===== src/btr_pkg.sv =====
// constants, types and helpers shared by the buck-boost target and ramp control
// Operation
// enable under shutdown level: stop, reset every register to default
// no register access until 100 us after enable rises; host waits
// enable below high threshold inhibits all switching, supply regardless
// supply good and enable high: start switching and soft-start
// power-not-good flag held at 1 during soft-start until 99 percent
// select pin low: regulate to low-select target, default 3.85 V
// select pin high: regulate to high-select target, default 3.45 V
// output voltage is 2.025 V plus code times 25 mV
// target change or select toggle ramps output at programmed slew rate
// four slew rates 1, 2.5, 5, 10 V/ms from control bits 1:0
// ramp forced-PWM bit set: forced PWM during ramp, auto afterwards
// ramp forced-PWM bit clear: stay automatic during ramp
// automatic mode without ramp PWM cannot drive a downward ramp
// forced PWM bit set: continuous fixed-frequency PWM at all loads
// ultrasonic bit set: switching frequency kept above 30 kHz
// automatic PFM is the default; PFM in DCM, PWM in CCM
// no load in automatic mode enters deep sleep; code enters no deep sleep while the ultrasonic bit is set
// enable low: actively discharge the output
// power-on reset loads both targets with default codes
// buck: on-time closes input high, then input low; output high closed
// light boost: after on-time output high closes until zero current
// supply near output in CCM: all four switches, half frequency
// power-not-good sets sticky flag, cleared by status read when good
// slew codes 00, 01, 10, 11 mean 1, 2.5, 5, 10 V/ms
// target codes above the 5.2 V code are clamped to it; code drops bit 7 of the written byte, so such codes wrap
`default_nettype none
package btr_pkg;
  localparam int CLK_PERIOD_NS   = 5;
  localparam int ACCESS_DELAY_US = 100;
  // least time, rounded up to whole cycles
  localparam int ACCESS_CYC = (ACCESS_DELAY_US * 1000 + CLK_PERIOD_NS - 1) / CLK_PERIOD_NS;

  localparam int STEP_MV      = 25;
  localparam int BASE_MV      = 2025;
  localparam int SLEW_0_MV_MS = 1000;
  localparam int SLEW_1_MV_MS = 2500;
  localparam int SLEW_2_MV_MS = 5000;
  localparam int SLEW_3_MV_MS = 10000;
  // one code step takes STEP_MV / slew; ns = mV * 1e6 / (mV/ms)
  localparam int STEP_CYC_0 = (STEP_MV * 1000000) / (SLEW_0_MV_MS * CLK_PERIOD_NS);
  localparam int STEP_CYC_1 = (STEP_MV * 1000000) / (SLEW_1_MV_MS * CLK_PERIOD_NS);
  localparam int STEP_CYC_2 = (STEP_MV * 1000000) / (SLEW_2_MV_MS * CLK_PERIOD_NS);
  localparam int STEP_CYC_3 = (STEP_MV * 1000000) / (SLEW_3_MV_MS * CLK_PERIOD_NS);
  localparam int STEP_W     = 13;

  localparam int BB_HOLD_NS  = 50;
  localparam int BB_HOLD_CYC = (BB_HOLD_NS / CLK_PERIOD_NS < 1) ? 1 : BB_HOLD_NS / CLK_PERIOD_NS;

  localparam int CODE_W = 7;
  localparam int MV_W   = 13;
  localparam logic [CODE_W-1:0] CODE_MAX     = 7'h7f;
  localparam logic [CODE_W-1:0] DEF_CODE_LOW = 7'h49;
  localparam logic [CODE_W-1:0] DEF_CODE_HI  = 7'h39;

  localparam int ADDR_W = 8;
  localparam int DATA_W = 8;
  localparam logic [ADDR_W-1:0] ADDR_CONTROL     = 8'h01;
  localparam logic [ADDR_W-1:0] ADDR_STATUS      = 8'h03;
  localparam logic [ADDR_W-1:0] ADDR_TARGET_LOW  = 8'h04;
  localparam logic [ADDR_W-1:0] ADDR_TARGET_HIGH = 8'h05;

  localparam int CTRL_SLEW_LSB     = 0;
  localparam int CTRL_SLEW_MSB     = 1;
  localparam int CTRL_RAMP_PWM_BIT = 2;
  localparam int CTRL_FORCED_PWM_BIT_BIT     = 3;
  localparam int CTRL_US_BIT       = 4;
  localparam logic [DATA_W-1:0] CTRL_RESET = 8'h00;
  localparam logic [DATA_W-1:0] CTRL_MASK  = 8'h1f;
  localparam int STAT_PNG_BIT = 0;

  localparam logic [1:0] SLEW_1V0  = 2'h0;
  localparam logic [1:0] SLEW_2V5  = 2'h1;
  localparam logic [1:0] SLEW_5V0  = 2'h2;
  localparam logic [1:0] SLEW_10V0 = 2'h3;

  typedef enum logic [1:0] {ST_SHUTDOWN, ST_INHIBIT, ST_SOFTSTART, ST_RUN} btr_state_t;
  typedef enum logic [1:0] {PH_IDLE, PH_ON, PH_OFF, PH_TAIL} btr_phase_t;

  function automatic logic [MV_W-1:0] btr_code_to_mv(input logic [CODE_W-1:0] code);
    btr_code_to_mv = MV_W'(BASE_MV) + MV_W'(code) * MV_W'(STEP_MV);
  endfunction : btr_code_to_mv

  function automatic logic [CODE_W-1:0] btr_clamp_code(input logic [DATA_W-1:0] wdata);
    btr_clamp_code = (wdata[CODE_W-1:0] > CODE_MAX) ? CODE_MAX : wdata[CODE_W-1:0];
  endfunction : btr_clamp_code
endpackage : btr_pkg
`default_nettype wire


===== src/btr_ramp.sv =====
// reference code ramp generator stepping one code per slew period
`default_nettype none
module btr_ramp
  import btr_pkg::*;
#(
  parameter int STEP0 = STEP_CYC_0,
  parameter int STEP1 = STEP_CYC_1,
  parameter int STEP2 = STEP_CYC_2,
  parameter int STEP3 = STEP_CYC_3
) (
  input  wire logic              mclk_i,
  input  wire logic              rst_n_i,
  input  wire logic              ce_i,
  input  wire logic              load_i,
  input  wire logic [CODE_W-1:0] target_i,
  input  wire logic [1:0]        slew_i,
  output logic      [CODE_W-1:0] code_o,
  output logic                   ramping_o,
  output logic                   down_o
);
  logic [STEP_W-1:0] tick_cnt;
  logic [STEP_W-1:0] period;
  logic              tick;
  logic [CODE_W-1:0] next_code;

  always_comb begin
    case (slew_i)
      SLEW_1V0: period = STEP_W'(STEP0 - 1);
      SLEW_2V5: period = STEP_W'(STEP1 - 1);
      SLEW_5V0: period = STEP_W'(STEP2 - 1);
      default:  period = STEP_W'(STEP3 - 1);
    endcase
  end

  assign tick = (tick_cnt >= period);

  always_comb begin
    next_code = code_o;
    if (load_i) begin
      next_code = target_i;
    end else if (tick && code_o < target_i) begin
      next_code = code_o + 1'b1;
    end else if (tick && code_o > target_i) begin
      next_code = code_o - 1'b1;
    end
  end

  always_ff @(posedge mclk_i) begin
    if (!rst_n_i) begin
      tick_cnt <= '0;
    end else if (ce_i) begin
      if (load_i || tick || code_o == target_i) begin
        tick_cnt <= '0;
      end else begin
        tick_cnt <= tick_cnt + 1'b1;
      end
    end
  end

  always_ff @(posedge mclk_i) begin
    if (!rst_n_i) begin
      code_o    <= DEF_CODE_LOW;
      ramping_o <= 1'b0;
      down_o    <= 1'b0;
    end else if (ce_i) begin
      code_o    <= next_code;
      ramping_o <= (next_code != target_i);
      down_o    <= (next_code > target_i);
    end
  end
endmodule : btr_ramp
`default_nettype wire


===== src/btr_switch.sv =====
// four-switch gate sequencer for buck, boost and buck-boost regimes
`default_nettype none
module btr_switch
  import btr_pkg::*;
#(
  parameter int HOLD_CYC = BB_HOLD_CYC
) (
  input  wire logic mclk_i,
  input  wire logic rst_n_i,
  input  wire logic ce_i,
  input  wire logic run_i,
  input  wire logic on_pulse_i,
  input  wire logic zero_cur_i,
  input  wire logic ccm_i,
  input  wire logic vin_gt_vout_i,
  input  wire logic vin_near_vout_i,
  output logic      input_high_switch_o,
  output logic      input_low_switch_o,
  output logic      output_low_switch_o,
  output logic      output_high_switch_o,
  output logic      half_freq_o
);
  btr_phase_t phase;
  logic [7:0] hold_cnt;
  logic       hold_done;
  logic       off_like;
  logic       g_ih, g_il, g_ol, g_oh;

  assign hold_done = (hold_cnt >= 8'(HOLD_CYC - 1));
  assign off_like  = (phase == PH_OFF) || (phase == PH_TAIL);

  always_ff @(posedge mclk_i) begin
    if (!rst_n_i) begin
      phase    <= PH_IDLE;
      hold_cnt <= '0;
    end else if (ce_i) begin
      hold_cnt <= (phase == PH_OFF && !hold_done) ? hold_cnt + 1'b1 : '0;
      if (!run_i) begin
        phase <= PH_IDLE;
      end else begin
        case (phase)
          PH_IDLE: if (on_pulse_i) phase <= PH_ON;
          PH_ON:   if (!on_pulse_i) phase <= PH_OFF;
          PH_OFF: begin
            if (on_pulse_i) phase <= PH_ON;
            else if (vin_near_vout_i && hold_done) phase <= PH_TAIL;
            else if (!vin_near_vout_i && !ccm_i && zero_cur_i) phase <= PH_IDLE;
          end
          default: begin
            if (on_pulse_i) phase <= PH_ON;
            else if (!ccm_i && zero_cur_i) phase <= PH_IDLE;
          end
        endcase
      end
    end
  end

  always_comb begin
    g_ih = 1'b0;
    g_il = 1'b0;
    g_ol = 1'b0;
    g_oh = 1'b0;
    if (run_i && vin_near_vout_i) begin
      // on: in-high and out-low, then in-high and out-high, then in-low and out-high
      g_ih = (phase == PH_ON) || (phase == PH_OFF);
      g_ol = (phase == PH_ON);
      g_oh = off_like;
      g_il = (phase == PH_TAIL);
    end else if (run_i && vin_gt_vout_i) begin
      g_oh = 1'b1;
      g_ih = (phase == PH_ON);
      g_il = off_like;
    end else if (run_i) begin
      g_ih = 1'b1;
      g_ol = (phase == PH_ON);
      g_oh = off_like;
    end
  end

  // gates are registered, so both switches of a leg never see a comb glitch
  always_ff @(posedge mclk_i) begin
    if (!rst_n_i) begin
      input_high_switch_o  <= 1'b0;
      input_low_switch_o   <= 1'b0;
      output_low_switch_o  <= 1'b0;
      output_high_switch_o <= 1'b0;
      half_freq_o          <= 1'b0;
    end else if (ce_i) begin
      input_high_switch_o  <= g_ih;
      input_low_switch_o   <= g_il;
      output_low_switch_o  <= g_ol;
      output_high_switch_o <= g_oh;
      half_freq_o          <= run_i && vin_near_vout_i && ccm_i;
    end
  end
endmodule : btr_switch
`default_nettype wire


===== src/btr_converter_ctrl.sv =====
// top of the buck-boost supervisory control: enable, soft-start, targets, modes
`default_nettype none
module btr_converter_ctrl
  import btr_pkg::*;
#(
  parameter int ACCESS_CYC_P = ACCESS_CYC,
  parameter int STEP_CYC_0_P = STEP_CYC_0
) (
  input  wire logic              mclk_i,
  input  wire logic              rst_n_i,
  input  wire logic              ce_i,
  input  wire logic              en_shutdown_i,
  input  wire logic              en_high_i,
  input  wire logic              supply_ok_i,
  input  wire logic              voltage_select_pin_i,
  input  wire logic              out_reached_i,
  input  wire logic              ccm_i,
  input  wire logic              no_load_i,
  input  wire logic              on_pulse_i,
  input  wire logic              zero_cur_i,
  input  wire logic              vin_gt_vout_i,
  input  wire logic              vin_near_vout_i,
  input  wire logic              reg_req_i,
  input  wire logic              reg_we_i,
  input  wire logic [ADDR_W-1:0] reg_addr_i,
  input  wire logic [DATA_W-1:0] reg_wdata_i,
  output logic      [DATA_W-1:0] reg_rdata_o,
  output logic                   reg_ack_o,
  output logic                   reg_ready_o,
  output logic      [CODE_W-1:0] target_code_o,
  output logic      [MV_W-1:0]   target_mv_o,
  output logic                   switching_en_o,
  output logic                   soft_start_o,
  output logic                   power_not_good_flag_o,
  output logic                   discharge_o,
  output logic                   forced_pwm_o,
  output logic                   pfm_o,
  output logic                   deep_sleep_state_o,
  output logic                   ultrasonic_o,
  output logic                   ramp_sink_o,
  output logic                   input_high_switch_o,
  output logic                   input_low_switch_o,
  output logic                   output_low_switch_o,
  output logic                   output_high_switch_o,
  output logic                   half_freq_o
);
  localparam int ACC_W = $clog2(ACCESS_CYC_P + 1);

  btr_state_t        state;
  btr_state_t        next_state;
  logic [ACC_W-1:0]  access_cnt;
  logic [CODE_W-1:0] target_low_select;
  logic [CODE_W-1:0] target_high_select;
  logic [DATA_W-1:0] control;
  logic [CODE_W-1:0] sel_target;
  logic              run;
  logic              ramping;
  logic              ramp_down;
  logic              forced_pwm_bit_active;
  logic              wr_ok;
  logic              rd_status;
  logic              png_set;
  logic              png_clr;

  // ---------------- enable sequencing
  always_comb begin
    next_state = state;
    if (en_shutdown_i) begin
      next_state = ST_SHUTDOWN;
    end else if (!en_high_i || !supply_ok_i) begin
      next_state = ST_INHIBIT;
    end else begin
      case (state)
        ST_SHUTDOWN: next_state = ST_SOFTSTART;
        ST_INHIBIT:  next_state = ST_SOFTSTART;
        ST_SOFTSTART: begin
          if (out_reached_i) next_state = ST_RUN;
        end
        default: next_state = ST_RUN;
      endcase
    end
  end

  always_ff @(posedge mclk_i) begin
    if (!rst_n_i) begin
      state          <= ST_SHUTDOWN;
      switching_en_o <= 1'b0;
      soft_start_o   <= 1'b0;
      discharge_o    <= 1'b1;
    end else if (ce_i) begin
      state          <= next_state;
      switching_en_o <= (next_state == ST_SOFTSTART) || (next_state == ST_RUN);
      soft_start_o   <= (next_state == ST_SOFTSTART);
      discharge_o    <= !en_high_i;
    end
  end

  assign run = (state == ST_SOFTSTART) || (state == ST_RUN);

  // ---------------- access delay after enable rises
  always_ff @(posedge mclk_i) begin
    if (!rst_n_i) begin
      access_cnt  <= '0;
      reg_ready_o <= 1'b0;
    end else if (ce_i) begin
      if (!en_high_i || en_shutdown_i) begin
        access_cnt  <= '0;
        reg_ready_o <= 1'b0;
      end else if (!reg_ready_o) begin
        access_cnt  <= access_cnt + 1'b1;
        reg_ready_o <= (access_cnt == ACC_W'(ACCESS_CYC_P - 1));
      end
    end
  end

  // ---------------- register file
  assign wr_ok     = reg_req_i && reg_we_i && reg_ready_o;
  assign rd_status = reg_req_i && !reg_we_i && reg_ready_o && (reg_addr_i == ADDR_STATUS);

  // shutdown reset waits for the clock enable so a frozen block keeps its state
  always_ff @(posedge mclk_i) begin
    if (!rst_n_i || (ce_i && en_shutdown_i)) begin
      target_low_select  <= DEF_CODE_LOW;
      target_high_select <= DEF_CODE_HI;
      control            <= CTRL_RESET;
    end else if (ce_i && wr_ok) begin
      if (reg_addr_i == ADDR_TARGET_LOW) begin
        target_low_select <= btr_clamp_code(reg_wdata_i);
      end else if (reg_addr_i == ADDR_TARGET_HIGH) begin
        target_high_select <= btr_clamp_code(reg_wdata_i);
      end else if (reg_addr_i == ADDR_CONTROL) begin
        control <= reg_wdata_i & CTRL_MASK;
      end
    end
  end

  always_ff @(posedge mclk_i) begin
    if (!rst_n_i) begin
      reg_rdata_o <= '0;
      reg_ack_o   <= 1'b0;
    end else if (ce_i) begin
      reg_ack_o <= reg_req_i && reg_ready_o;
      if (reg_req_i && reg_ready_o && !reg_we_i) begin
        if (reg_addr_i == ADDR_TARGET_LOW) begin
          reg_rdata_o <= DATA_W'(target_low_select);
        end else if (reg_addr_i == ADDR_TARGET_HIGH) begin
          reg_rdata_o <= DATA_W'(target_high_select);
        end else if (reg_addr_i == ADDR_CONTROL) begin
          reg_rdata_o <= control;
        end else if (reg_addr_i == ADDR_STATUS) begin
          reg_rdata_o <= DATA_W'(power_not_good_flag_o) << STAT_PNG_BIT;
        end else begin
          reg_rdata_o <= '0;
        end
      end
    end
  end

  // ---------------- power-not-good flag; a new event wins over the read clear
  assign png_set = (next_state == ST_SOFTSTART) || (run && !out_reached_i);
  assign png_clr = rd_status && out_reached_i;

  always_ff @(posedge mclk_i) begin
    if (!rst_n_i || (ce_i && en_shutdown_i)) begin
      power_not_good_flag_o <= 1'b1;
    end else if (ce_i) begin
      power_not_good_flag_o <= png_set || (power_not_good_flag_o && !png_clr);
    end
  end

  // ---------------- target selection and ramp
  assign sel_target = voltage_select_pin_i ? target_high_select : target_low_select;

  // while not switching the reference follows the target so soft-start aims right
  btr_ramp #(
    .STEP0 (STEP_CYC_0_P),
    .STEP1 (STEP_CYC_1),
    .STEP2 (STEP_CYC_2),
    .STEP3 (STEP_CYC_3)
  ) u_ramp (
    .mclk_i    (mclk_i),
    .rst_n_i   (rst_n_i),
    .ce_i      (ce_i),
    .load_i    (!run),
    .target_i  (sel_target),
    .slew_i    (control[CTRL_SLEW_MSB:CTRL_SLEW_LSB]),
    .code_o    (target_code_o),
    .ramping_o (ramping),
    .down_o    (ramp_down)
  );

  always_ff @(posedge mclk_i) begin
    if (!rst_n_i) begin
      target_mv_o <= btr_code_to_mv(DEF_CODE_LOW);
    end else if (ce_i) begin
      target_mv_o <= btr_code_to_mv(target_code_o);
    end
  end

  // ---------------- light-load mode selection
  assign forced_pwm_bit_active = control[CTRL_FORCED_PWM_BIT_BIT] || (control[CTRL_RAMP_PWM_BIT] && ramping);

  always_ff @(posedge mclk_i) begin
    if (!rst_n_i) begin
      forced_pwm_o       <= 1'b0;
      pfm_o              <= 1'b0;
      deep_sleep_state_o <= 1'b0;
      ultrasonic_o       <= 1'b0;
      ramp_sink_o        <= 1'b0;
    end else if (ce_i) begin
      forced_pwm_o       <= run && forced_pwm_bit_active;
      pfm_o              <= run && !forced_pwm_bit_active && !ccm_i;
      // ultrasonic floor forbids the deep sleep pause
      deep_sleep_state_o <= run && !forced_pwm_bit_active && no_load_i && !control[CTRL_US_BIT];
      ultrasonic_o       <= run && !forced_pwm_bit_active && control[CTRL_US_BIT];
      // a falling ramp is only driven when the stage may sink current
      ramp_sink_o        <= run && ramping && ramp_down && forced_pwm_bit_active;
    end
  end

  btr_switch #(
    .HOLD_CYC (BB_HOLD_CYC)
  ) u_switch (
    .mclk_i               (mclk_i),
    .rst_n_i              (rst_n_i),
    .ce_i                 (ce_i),
    .run_i                (run),
    .on_pulse_i           (on_pulse_i),
    .zero_cur_i           (zero_cur_i),
    .ccm_i                (ccm_i || forced_pwm_o),
    .vin_gt_vout_i        (vin_gt_vout_i),
    .vin_near_vout_i      (vin_near_vout_i),
    .input_high_switch_o  (input_high_switch_o),
    .input_low_switch_o   (input_low_switch_o),
    .output_low_switch_o  (output_low_switch_o),
    .output_high_switch_o (output_high_switch_o),
    .half_freq_o          (half_freq_o)
  );
endmodule : btr_converter_ctrl
`default_nettype wire


===== config.mk =====
export PLATFORM = sky130hd
export DESIGN_NAME = btr_converter_ctrl
export DESIGN_NICKNAME = d
export VERILOG_FILES = /design/src/btr_pkg.sv /design/src/btr_ramp.sv /design/src/btr_switch.sv /design/src/btr_converter_ctrl.sv
export SDC_FILE = /design/constraint.sdc
export NUM_CORES = 1
export LEC_CHECK = 0
export BUFFER_PORTS_ARGS = -buffer_cell sky130_fd_sc_hd__buf_2
export CELL_PAD_IN_SITES_DETAIL_PLACEMENT = 2
export CELL_PAD_IN_SITES_GLOBAL_PLACEMENT = 2
export CORE_MARGIN = 2
export CORE_UTILIZATION = 36
export CTS_CLUSTER_SIZE = 40
export DETAILED_ROUTE_END_ITERATION = 8
export GPL_TIMING_DRIVEN = 0
export HOLD_SLACK_MARGIN = 0.02
export PLACE_DENSITY_LB_ADDON = 0.1
export SLEW_MARGIN = 20
export SYNTH_ARGS = -nofsm -noshare
export SYNTH_HDL_FRONTEND = slang
export SYNTH_SLANG_ARGS = --single-unit

===== constraint.sdc =====
create_clock -name mclk_i -period 4.49 [get_ports mclk_i]
set_input_delay 0.6735 -clock mclk_i [delete_from_list [all_inputs] [get_ports mclk_i]]
set_output_delay 0.6735 -clock mclk_i [all_outputs]
set_load 0.02 [all_outputs]

# Yosys cells after proc, flatten, opt, wreduce, memory -nomap -nowiden
# Index checks and enable logic that the tools add are counted.
# word_totals
regBits	105
inputBits	32
out_inout_bits	44
wordCells	174
# op_classes
add_sub_neg	6
multipliers	1
n_lt_le_gt_ge	6
eq_ne	22
mux	40
bitwise_logic	2
n_reduce_logical	68
# ops
operator	count
$mux 7	7
$pmux 13 s3	1
$logic_and 1x1->1	32
$mux 15	2
$mux 2	11
$eq 8x3->1 const B	2
$add 15x1->15 const B	1
$eq 15x15->1 const B	1
$eq 2x2->1 const B	7
$gt 7x7->1	2
$mux 1	14
$add 11x12->13 const A	1
$add 13x1->13 const B	1
$ge 13x13->1	1
$logic_not 1->1	13
$logic_or 1x1->1	13
$mux 13	1
$mul 7x5->12 const B	1
$add 8x1->8 const B	1
$eq 8x1->1 const B	1
$eq 8x2->1 const B	1
$ge 8x4->1 const B	1
$mux 8	1
$add 7x1->7 const B	1
20 further kinds	28

# Longest topological paths before layout
# Gate-level depths: netlist (run 1).
# depth
ltp_word	9
mapped_depth	18
mapped_depth_nobuf	16

# Cells and area by module
# From an unflattened synthesis (run 1), not the netlist that was laid out.
# unflattened
cells_unflattened	782
hier_area_um2	6605.1
# modules_own_cells
module	instances	cells_each	area_per_inst_um2	seq_area_each_um2
btr_converter_ctrl	1	412	3701.0	1341.3
btr_ramp	1	260	1983.2	440.4
btr_switch	1	110	920.9	300.3

# Least setup slack after synthesis (run 1)
# Ideal clock, no wire load.
# synth_timing
kind	input port to flip-flop
startpoint	input voltage_select_pin_i
endpoint	register u_ramp.down_o
setup_time_ns	0.122
arrival_time_ns	4.011
t_required_ns	4.368
setup_slack_ns	0.358
stages	16
path_buffers	2
cell_sequence	clkbuf_1 mux2i_1 ha_1 a211oi_1 o21bai_1 nor2_1 buf_2 and4b_1 o32ai_1 ha_1 nor2b_1 o21a_1 o21a_1 o211ai_1 a21boi_0 o311a_1
# synth_via
elab_chain_len	7
elab_cells_between_ends	9
cone_classes	3 x order compare; 4 x mux; 2 x reduce/logical
# synth_rtl
item	line_no	text
start, declared	btr_converter_ctrl.sv:15	input wire logic voltage_select_pin_i,
$mux 7 *	btr_converter_ctrl.sv:172	assign sel_target = voltage_select_pin_i ? target_high_select : target_low_select;
$gt 7x7->1	btr_ramp.sv:43	end else if (tick && code_o > target_i) begin
$logic_and 1x1->1	btr_ramp.sv:43	
$mux 7	btr_ramp.sv:43	
$mux 7	btr_ramp.sv:41	end else if (tick && code_o < target_i) begin
$mux 7 *	btr_ramp.sv:39	if (load_i) begin
net u_ramp.next_code[1]	btr_ramp.sv:24	logic [CODE_W-1:0] next_code;
$gt 7x7->1 *	btr_ramp.sv:68	down_o <= (next_code > target_i);
end signal, assigned	btr_ramp.sv:68	
end, declared	btr_ramp.sv:19	output logic down_o
# The timed path passes the listed nets; every way through them passes the cells marked *.
# A chain may end at the register's enable or synchronous reset.

# Final worst setup path (run 1)
# Ends and elaborated chain as after synthesis.

==> summary.txt, run 1 <==
Clk Latency, worst-skew pair = 360 ps
# resized after CTS = 2
Fin Hold WS = 468.5 ps
Leakage = 2.906 nW
Hold Crit Depth = 2
Antenna cells = 0
Register area share after synthesis = 32.18%
Syn nets = 864
Clk buf depth = 2
Met1 usage = 31.20%
Slew headroom = 36.88%
Final setup violation count = 0
Post-layout util = 41.69%
Chip Height = 138.1 um
Max Cap Viol = 0
Largest cells by area after synthesis = dfxtp_1 (32%), ha_1 (12%), mux2i_1 (6.2%)
Met2 Usage GRT = 44.61%
Post-DP Area = 7107 um2
Met3 GRT Util = 3.706%
Starting Density = 36.39%
WP data required = 4740 ps
Synth Cell Area = 6470 um2
Die width = 138.1 um
Worst EP arrival = 4520 ps
Fill cells = 2060
Netlist cell types = 67
VDD IR max = 0.0002539 V
Fin crit share = 95.01%
Critical R2R Launch = control[1]$_SDFFE_PP0P_
Max Slew Vio Count = 0
CTS tree = built
First-pass GRT wire length = 38.07 mm
Largest net degree at the start of global routing = 18
Crit. End Element = flop
Avg Cell Area, Syn = 8.457 um2
CP max FO = 10
Postcts setup bufs = 0
EDFF count, synth = 0
Worst setup margin = 223.9 ps
H-tree depth = 3
Port Buffers = 70
Gr busiest metal = met2
TritonCTS Buffers = 9
FF-to-FF path depth = 16
Synth Warn # = 0
Via-per-instance ratio = 5.760
Die area = 19060 um2
Post-route cell area = 7412 um2
Nets = 944
FF-to-FF End = u_ramp.down_o$_SDFFE_PN0P_
Status = finished clean
Final GP Congestion = 0.8591
Core area = 17780 um2
Post-route minimum period = 4266 ps
Mapped Cells = 765
Row cnt = 49
Clk_skew = 5.285 ps
Post-synth top cells = dfxtp_1 (104), nand2_1 (79), nor2_1 (78)
Crit path launch type = input pin
HP Class = flop to flop
Asr flop ratio synth = 0%
Area Growth Syn to Fin = 14.56%
Clock sinks = 104
Register bit count reported by yosys = 104
First DRT Iteration DRCs = 206
Unrepaired setup endpoints after global routing = no
Primary FF master, synth = dfxtp_1
Yosys top cell area share = 32.18%
Most frequent cell after synthesis = dfxtp_1
Slew @ Worst Pin = 946.8 ps
Total GRT Usage = 25.04%
Biggest area consumer among synthesized cells = dfxtp_1
Worst Hold End = reg_rdata_o[3]$_SDFFE_PN0P_
DP Worst Slack = -506.7 ps
Hold Startpoint = reg_rdata_o[3]$_SDFFE_PN0P_
Fin cells = 1078
DR WL/cell = 21.98 um
DRT Wirelength = 23.69 mm
Gr ovfl total = 0
Antenna violations before repair = 0
# hold bufs at CTS = 0
Half-perimeter wire length after placement = 18.18 mm
Root buffer cell = clkbuf_16
Hold Fails Final Rpt = 0
DR pass1 iterations = 4
Pwr Density = 289.5 nW/um2
Clock slew seen by the registers of the worst setup and hold paths = 80 ps
Routed Antenna Nets = 0
FF-to-FF setup slack = 370 ps
Number of remaining DRC errors = 0
Fmax = 0.2344 GHz
Layout cells sized above 1 = 13.66%
Vias in the first global route = 6876
Critical path type = input pin to flop
Total number of vias = 6209
Cell count after placement = 1064
I/O pins = 76
-- worst max-delay path by stage --
stage | start | end | slack, ps
after floorplan | voltage_select_pin_i | u_ramp.down_o$_SDFFE_PN0P_ | 360
after global placement | voltage_select_pin_i | u_ramp.down_o$_SDFFE_PN0P_ | -450
after detailed placement | voltage_select_pin_i | u_ramp.down_o$_SDFFE_PN0P_ | -510
after CTS | voltage_select_pin_i | u_ramp.down_o$_SDFFE_PN0P_ | 110
after global routing | voltage_select_pin_i | u_ramp.down_o$_SDFFE_PN0P_ | 30
final | voltage_select_pin_i | u_ramp.down_o$_SDFFE_PN0P_ | 220
-- registers in the layout, indices dropped and copies added, names as in the netlist, 2 cells and up --
signal	flops
target_low_select	7
reg_rdata_o	7
u_switch.phase	2
access_cnt	15
target_high_select	7
target_mv_o	13
u_ramp.tick_cnt	13
control	5
u_switch.hold_cnt	8
state	2
u_ramp.code_o	7
-- cell families (layout without fill, tap and decap cells) --
logic type	after synthesis	count (layout)	share of synthesized area [%]
AND/OR/NAND/NOR	264	264	19.47
AO/OA/AOI/OAI	166	166	17.48
flip-flops	104	104	32.18
buffers and inverters	76	160	4.680
adder cells (fa/ha/maj)	68	68	13.48
multiplexers	46	46	7.233
XOR/XNOR	40	40	5.415
other	1	1	0.05796
-- critical path: stages --
cell and delay [ps]:
clkbuf_2 250, mux2i_2 350, ha_1 300, a211oi_1 240
o21bai_1 210, nor2_2 240, buf_2 290, and4b_1 230
o32ai_1 380, ha_1 320, nor2b_1 140, o21a_1 160
o21a_1 160, o211ai_1 170, a21boi_0 120, o311a_1 290
-- placed cells by master, fill, tap and decap left out, types with 15 or more instances in the layout --
master / Yosys / routed
inv_1: 37 / 37
nand4_1: 15 / 15
ha_1: 64 / 64
a211oi_1: 17 / 17
nand2_1: 79 / 79
xor2_1: 22 / 22
nor2_1: 78 / 77
xnor2_1: 18 / 18
buf_2: 5 / 75
o21ai_0: 25 / 25
nand3_1: 22 / 22
clkbuf_1: 23 / 20
dfxtp_1: 104 / 104
mux2i_1: 40 / 37
a21oi_1: 46 / 45
-- power by group --
part | switching (mW) | internal, mW | leakage, nW
registers | 0.0202 | 0.942 | 0.842
logic | 0.236 | 0.134 | 1.92
clock network | 0.402 | 0.412 | 0.140
-- routing by layer --
layer	share of wire, %	up-vias
li1	-	2912
met2	51	167
met1	42	3101
met4	1.9	0
met5	0	-
met3	5.2	29
-- metrics by stage --
step                      setup TNS (ps)  power (mW)
after global routing                   0       2.239
after floorplan                        0       1.217
after global placement            -708.3       1.335
after detailed placement          -818.3       1.354
final                                  0       2.146
after CTS                              0       2.162
-- final cells by class --
class	count	area (um2)	share of cell area, %
clock inverters	4	36.28	0.4895
repair buffers	70	350.3	4.727
clock buffers	11	252.7	3.410
flip-flops and latches	104	2082	28.09
inverters	38	142.6	1.924
well taps	229	286.5	3.866
plain buffers	37	158.9	2.144
multi-input cells	585	4103	55.35
Power figures use the tool's default switching activity.
==> run 2, diff against run 1 <==
Settings changed: CELL_PAD_IN_SITES_DETAIL_PLACEMENT 2 to 1, CELL_PAD_IN_SITES_GLOBAL_PLACEMENT 2 to 1, CORE_UTILIZATION 36 to 30.
==> run 2 against run 1 <==
Net effect: via count fell by 2.1%; non-clock buffer count did not move; count of clock-buffer cells in the layout fell by 1; maximum frequency rose by 1.4%; critical endpoint unchanged.
==> summary.txt, run 2 (synthesis results as in run 1) <==
VDD IR max = 0.0001457 V (-43%)
Crit path launch type = input pin
Chip Height = 150.9 um (+9.3%)
Core area = 21090 um2 (+19%)
Unrepaired setup endpoints after global routing = no
Largest net degree at the start of global routing = 20 (+2)
Max Slew Vio Count = 0 (unchanged)
Total number of vias = 6077 (-2.1%)
Vias in the first global route = 6443 (-6.3%)
Largest register FFs = 15 (unchanged)
Antenna cells = 0 (unchanged)
H-tree depth = 3 (unchanged)
HP Class = flop to flop
I/O pins = 76 (unchanged)
Biggest register = access_cnt
Half-perimeter wire length after placement = 17.66 mm (-2.9%)
Layout cells sized above 1 = 13.53% (-0.13 points)
Clk_skew = 9.388 ps (+4.103 ps)
Gr ovfl total = 0 (unchanged)
Total power = 2.189 mW (+2.0%)
Crit. End Element = flop
Root buffer cell = clkbuf_16
Number of remaining DRC errors = 0 (unchanged)
CTS tree = built
Worst EP arrival = 4460 ps (-60 ps)
TritonCTS Buffers = 9 (unchanged)
Commonest cells after routing, fill and taps aside = dfxtp_1 (104), nand2_1 (79), nor2_1 (77)
Area Growth Syn to Fin = 16.32%
Row cnt = 53 (+8.2%)
Post-route minimum period = 4208 ps (-57.82 ps)
Met3 GRT Util = 3.102% (-0.60 points)
Nets = 944 (unchanged)
DR pass1 iterations = 4 (unchanged)
Clk buf depth = 2 (unchanged)
Setup TNS = 0 ps (unchanged)
Gr busiest metal = met2
Met1 usage = 27.61% (-3.6 points)
DR WL/cell = 20.37 um (-7.3%)
Commonest non-fill, non-tap cell in the layout = dfxtp_1
Starting Density = 30.68% (-5.7 points)
DRT Wirelength = 22.92 mm (-3.3%)
Clk Latency, worst-skew pair = 360 ps (about the same)
Die width = 150.9 um (+9.3%)
CP max FO = 10 (unchanged)
First-pass GRT wire length = 36.28 mm (-4.7%)
First DRT Iteration DRCs = 295 (+43%)
Critical path type = input pin to flop
Fmax = 0.2376 GHz (+1.4%)
Leakage = 2.922 nW (+0.53%)
Antenna violations before repair = 0 (unchanged)
Clock slew seen by the registers of the worst setup and hold paths = 80 ps (about the same)
Hold Fails Final Rpt = 0 (unchanged)
Port Buffers = 70 (unchanged)
Met2 Usage GRT = 35.59% (-9.0 points)
Die area = 22760 um2 (+19%)
Slew headroom = 34.50% (-2.4 points)
Final setup violation count = 0 (unchanged)
Status = finished clean
Pwr Density = 290.9 nW/um2 (+0.48%)
WP data required = 4740 ps (about the same)
# hold bufs at CTS = 0 (unchanged)
Clock sinks = 104 (unchanged)
Slew @ Worst Pin = 982.6 ps (+35.78 ps)
Max Cap Viol = 0 (unchanged)
Via-per-instance ratio = 5.402 (-6.2%)
Top flop regs = access_cnt (15), target_mv_o (13), u_ramp.tick_cnt (13)
Fin crit share = 93.72% (-1.3 points)
Total GRT Usage = 20.83% (-4.2 points)
Routed Antenna Nets = 0 (unchanged)
Final GP Congestion = 0.8706 (+1.3%)
run 2: changes by cell type in the layout (fill, tap and decap cells not counted), moves of 2 or more:
| cell | change |
|---|---|
| clkbuf_4 | +2 |
| clkbuf_1 | +2 |
| mux2i_2 | -2 |
| mux2i_4 | +3 |
| clkbuf_8 | -2 |
| clkbuf_2 | -2 |
run 2: cell type report:
cell class,count,area (um2)
plain buffers,37,162.7
multi-input cells,585,4129
clock inverters,6,86.33
flip-flops and latches,104,2082
inverters,38,142.6
repair buffers,70,350.3
clock buffers,10,229.0
well taps,275,344.1
fillers,2551,13560
run 2: power by group:
| part | internal (mW) | switching (mW) | total, mW | leakage, nW |
|---|---|---|---|---|
| logic | 0.135 | 0.231 | 0.366 | 1.93 |
| clock network | 0.450 | 0.411 | 0.861 | 0.154 |
| registers | 0.942 | 0.0201 | 0.962 | 0.842 |
| total | 1.53 | 0.663 | 2.19 | 2.92 |
run 2: through the flow:
| stage | setup slack (ps) | hold WS [ps] | cell area [um2] | utilization (%) | cells |
|---|---|---|---|---|---|
| 6_report | 281.8 | 465.3 | 7526 | 35.69 | 1125 |
| 2_1_floorplan | 357.7 | 452.6 | 6470 | - | 765 |
| 5_1_grt | 12.99 | 488.1 | 7526 | 35.69 | 1125 |
| 3_3_place_gp | -562.7 | 445.8 | 7164 | 33.97 | 1110 |
| 3_5_place_dp | -659.2 | 455.9 | 7164 | 33.97 | 1110 |
| 4_1_cts | 10.33 | 468.1 | 7492 | 35.53 | 1126 |
run 2: what timing repair did:
item / CTS / global route
endpoints found under the setup margin: 1 / 2
resized for setup: 4 / 8
setup buffers: 0 / 0
run 2: path summary, 6_finish.rpt:
path	from	end	slack, ps	cells after the start
max	voltage_select_pin_i	u_ramp.down_o$_SDFFE_PN0P_	280	16
min	u_switch.input_low_switch_o$_SDFFE_PN0P_	u_switch.input_low_switch_o$_SDFFE_PN0P_	470	2
max reg2reg	control[1]$_SDFFE_PP0P_	u_ramp.down_o$_SDFFE_PN0P_	340	16
min reg2reg	u_switch.input_low_switch_o$_SDFFE_PN0P_	u_switch.input_low_switch_o$_SDFFE_PN0P_	470	2
run 2: per-layer routing:
layer	part of all wire, %	routed length (um)
met5	0	0
met1	48	10920
met3	3.6	831
met4	1.6	361
met2	47	10800
run 2: worst max-delay path, cell delays in order:
cell,delay [ps]
clkbuf_4,230
mux2i_4,320
ha_1,290
a211oi_1,230
o21bai_1,220
nor2_2,250
clkbuf_4,270
and4b_1,220
o32ai_1,360
ha_1,320
nor2b_1,140
o21a_1,170
o21a_1,170
o211ai_1,150
a21boi_0,130
o311a_1,300
==> run 3, diff against run 2 <==
Settings changed: ABC_AREA set to 1, BUFFER_PORTS_ARGS -buffer_cell sky130_fd_sc_hd__buf_2 to not set, CELL_PAD_IN_SITES_DETAIL_PLACEMENT 1 to 0, DONT_BUFFER_PORTS set to 1.
==> run 3 against run 2 <==
Net effect: clock power is 2.6% lower; utilization is 2.3 points lower; total power is 1.1% higher; register-to-register slack better by 460 ps; critical endpoint is now target_mv_o[12]$_SDFFE_PN0P_; sequential cell count stayed put; count of clock-buffer cells in the layout stayed put; final cell count is 5.0% higher; setup slack better by 510 ps; global-route usage is 3.3 points lower.
==> summary.txt, run 3 <==
Largest net degree at the start of global routing = 18 (-10%)
Hold Fails Final Rpt = 0 (unchanged)
Slew @ Worst Pin = 834.2 ps (-148.4 ps)
Die width = 149.3 um (-1.1%)
EDFF count, synth = 0 (unchanged)
Largest register FFs = 15 (unchanged)
Crit path launch type = flop
HP Class = input pin to flop
Root buffer cell = clkbuf_16
Clock sinks = 104 (unchanged)
Port Buffers = 0 (-100%)
Post-layout util = 33.41% (-2.3 points)
TritonCTS Buffers = 9 (unchanged)
Most frequent cell after synthesis = nand2_1
VDD IR max = 0.0001722 V (+18%)
Chip Height = 149.3 um (-1.1%)
Worst EP arrival = 3950 ps (-510 ps)
Row cnt = 53 (unchanged)
Register area share after synthesis = 32.89% (+0.71 points)
Fill cells = 2360 (-7.5%)
Clk Latency, worst-skew pair = 360 ps (about the same)
Starting Density = 30.30% (-0.38 points)
Final setup violation count = 0 (unchanged)
First DRT Iteration DRCs = 240 (-19%)
Synth Cell Area = 6330 um2 (-2.2%)
Yosys top cell area share = 32.89% (+0.71 points)
Register bit count reported by yosys = 104 (unchanged)
Layout cells sized above 1 = 5.740% (-7.8 points)
DR WL/cell = 16.12 um (-21%)
Core area = 20890 um2 (-0.94%)
Postcts setup bufs = 0 (unchanged)
Total power = 2.214 mW (+1.1%)
Area Growth Syn to Fin = 10.24%
Slew headroom = 44.39% (+9.9 points)
# resized after CTS = 0 (-4)
Syn nets = 989 (+14%)
CTS tree = built
Max Slew Vio Count = 0 (unchanged)
Primary FF master, synth = dfxtp_1
Total number of vias = 5571 (-8.3%)
FF-to-FF setup slack = 800 ps (+460 ps)
Gr ovfl total = 0 (unchanged)
Biggest register = access_cnt
WP data required = 4750 ps (about the same)
Antenna cells = 0 (unchanged)
First-pass GRT wire length = 29.82 mm (-18%)
Pwr Density = 317.2 nW/um2 (+9.1%)
Status = finished clean
Worst setup margin = 796.3 ps (+514.5 ps)
DP Worst Slack = 400.0 ps (+1059 ps)
Routed Antenna Nets = 0 (unchanged)
DR pass1 iterations = 4 (unchanged)
Post-synth top cells = nand2_1 (181), inv_1 (116), dfxtp_1 (104)
I/O pins = 76 (unchanged)
Synth Warn # = 0 (unchanged)
Commonest non-fill, non-tap cell in the layout = nand2_1
Fin crit share = 82.27% (-11 points)
Clock slew seen by the registers of the worst setup and hold paths = 80 ps (about the same)
DRT Wirelength = 19.04 mm (-17%)
CP max FO = 8 (-2)
Via-per-instance ratio = 4.717 (-13%)
Max Cap Viol = 0 (unchanged)
Critical R2R Launch = u_ramp.code_o[1]$_SDFFE_PN0P_
Final GP Congestion = 0.7695 (-12%)
Nets = 1000 (+5.9%)
Crit. End Element = flop
Leakage = 3.017 nW (+3.3%)
Clk_skew = 10.39 ps (+1.002 ps)
Largest cells by area after synthesis = dfxtp_1 (33%), ha_1 (13%), nand2_1 (11%)
Mapped Cells = 890 (+16%)
Total GRT Usage = 17.48% (-3.3 points)
Asr flop ratio synth = 0% (unchanged)
Hold Startpoint = en_high_i
# hold bufs at CTS = 0 (unchanged)
FF-to-FF path depth = 18 (+2)
Fmax = 0.2707 GHz (+14%)
H-tree depth = 3 (unchanged)
Die area = 22280 um2 (-2.1%)
Half-perimeter wire length after placement = 14.74 mm (-17%)
Top flop regs = access_cnt (15), target_mv_o (13), u_ramp.tick_cnt (13)
Hold Crit Depth = 1 (-1)
Netlist cell types = 50 (-25%)
Post-route minimum period = 3694 ps (-514.5 ps)
Unrepaired setup endpoints after global routing = no
Antenna violations before repair = 0 (unchanged)
FF-to-FF End = target_mv_o[12]$_SDFFE_PN0P_
Number of remaining DRC errors = 0 (unchanged)
Vias in the first global route = 5315 (-18%)
Clk buf depth = 2 (unchanged)
Worst Hold End = discharge_o$_SDFFE_PN1P_
Avg Cell Area, Syn = 7.112 um2 (-16%)
Biggest area consumer among synthesized cells = dfxtp_1
Commonest cells after routing, fill and taps aside = nand2_1 (181), inv_1 (116), dfxtp_1 (104)
Setup TNS = 0 ps (unchanged)
Critical path type = flop to flop
run 3: how the worst max path moves through the flow:
stage	start	endpoint	slack [ps]
global placement	voltage_select_pin_i	u_ramp.down_o$_SDFFE_PN0P_	370
detailed placement	voltage_select_pin_i	u_ramp.down_o$_SDFFE_PN0P_	400
CTS	voltage_select_pin_i	u_ramp.down_o$_SDFFE_PN0P_	770
floorplan	voltage_select_pin_i	u_ramp.down_o$_SDFFE_PN0P_	1160
global route	u_ramp.code_o[5]$_SDFFE_PN0P_	target_mv_o[12]$_SDFFE_PN0P_	500
finish	u_ramp.code_o[1]$_SDFFE_PN0P_	target_mv_o[12]$_SDFFE_PN0P_	800
run 3: worst max-delay path, stage by stage, from the launching register on:
cell and delay [ps]:
dfxtp_1 670, inv_1 210, ha_1 350, fa_1 490, inv_1 40, ha_1 280, ha_1 330, nand2_1 60
o21ai_0 270, nand3_1 120, nand2_1 100, nand2_1 70, nand2_1 70, a21o_1 150, nand2_1 70, nand3b_1 80
nand3_1 100, nand2_1 100, inv_1 40
run 3: cells by family (layout without fill, tap and decap cells):
| family | after synthesis | in the layout | synth area share [%] |
|---|---|---|---|
| AOI/OAI and AO/OA | 170 | 170 | 14.75 |
| xor gates and xnor gates | 25 | 25 | 3.459 |
| adders and majority gates | 67 | 67 | 13.60 |
| buffers and inverters | 144 | 160 | 8.757 |
| DFF | 104 | 104 | 32.89 |
| muxes | 2 | 2 | 0.3163 |
| other | 1 | 1 | 0.05924 |
| and+or+nand+nor | 377 | 377 | 26.17 |
run 3: power by group:
group          total [mW]  internal (mW)  switching, mW
Clock               0.839          0.451          0.388
Sequential           1.00          0.948         0.0561
Combinational       0.371          0.135          0.236
run 3: layer usage:
metal  wire length [um]  GRT usage, %
met1               9417         24.07
met2               8623         28.11
met3                778         3.547
met4                218         4.143
met5                  0             0
run 3: cell type report:
| class | instances | area (um2) | share of cell area (%) |
|---|---|---|---|
| buffer | 23 | 97.59 | 1.399 |
| multi-input combinational | 642 | 3694 | 52.93 |
| tap | 275 | 344.1 | 4.931 |
| inverter | 121 | 456.7 | 6.545 |
| clock inverter | 6 | 65.06 | 0.9324 |
| sequential | 104 | 2082 | 29.84 |
| clock buffer | 10 | 239.0 | 3.425 |
run 3: per-stage QoR:
| stage | cell area (um2) | cells | hold WS (ps) |
|---|---|---|---|
| 5_1_grt | 6978 | 1181 | 408.3 |
| 4_1_cts | 6978 | 1181 | 410.2 |
| 3_3_place_gp | 6674 | 1165 | 431.2 |
| 2_1_floorplan | 6330 | 890 | 418.7 |
| 6_report | 6978 | 1181 | 418.9 |
| 3_5_place_dp | 6674 | 1165 | 429.0 |
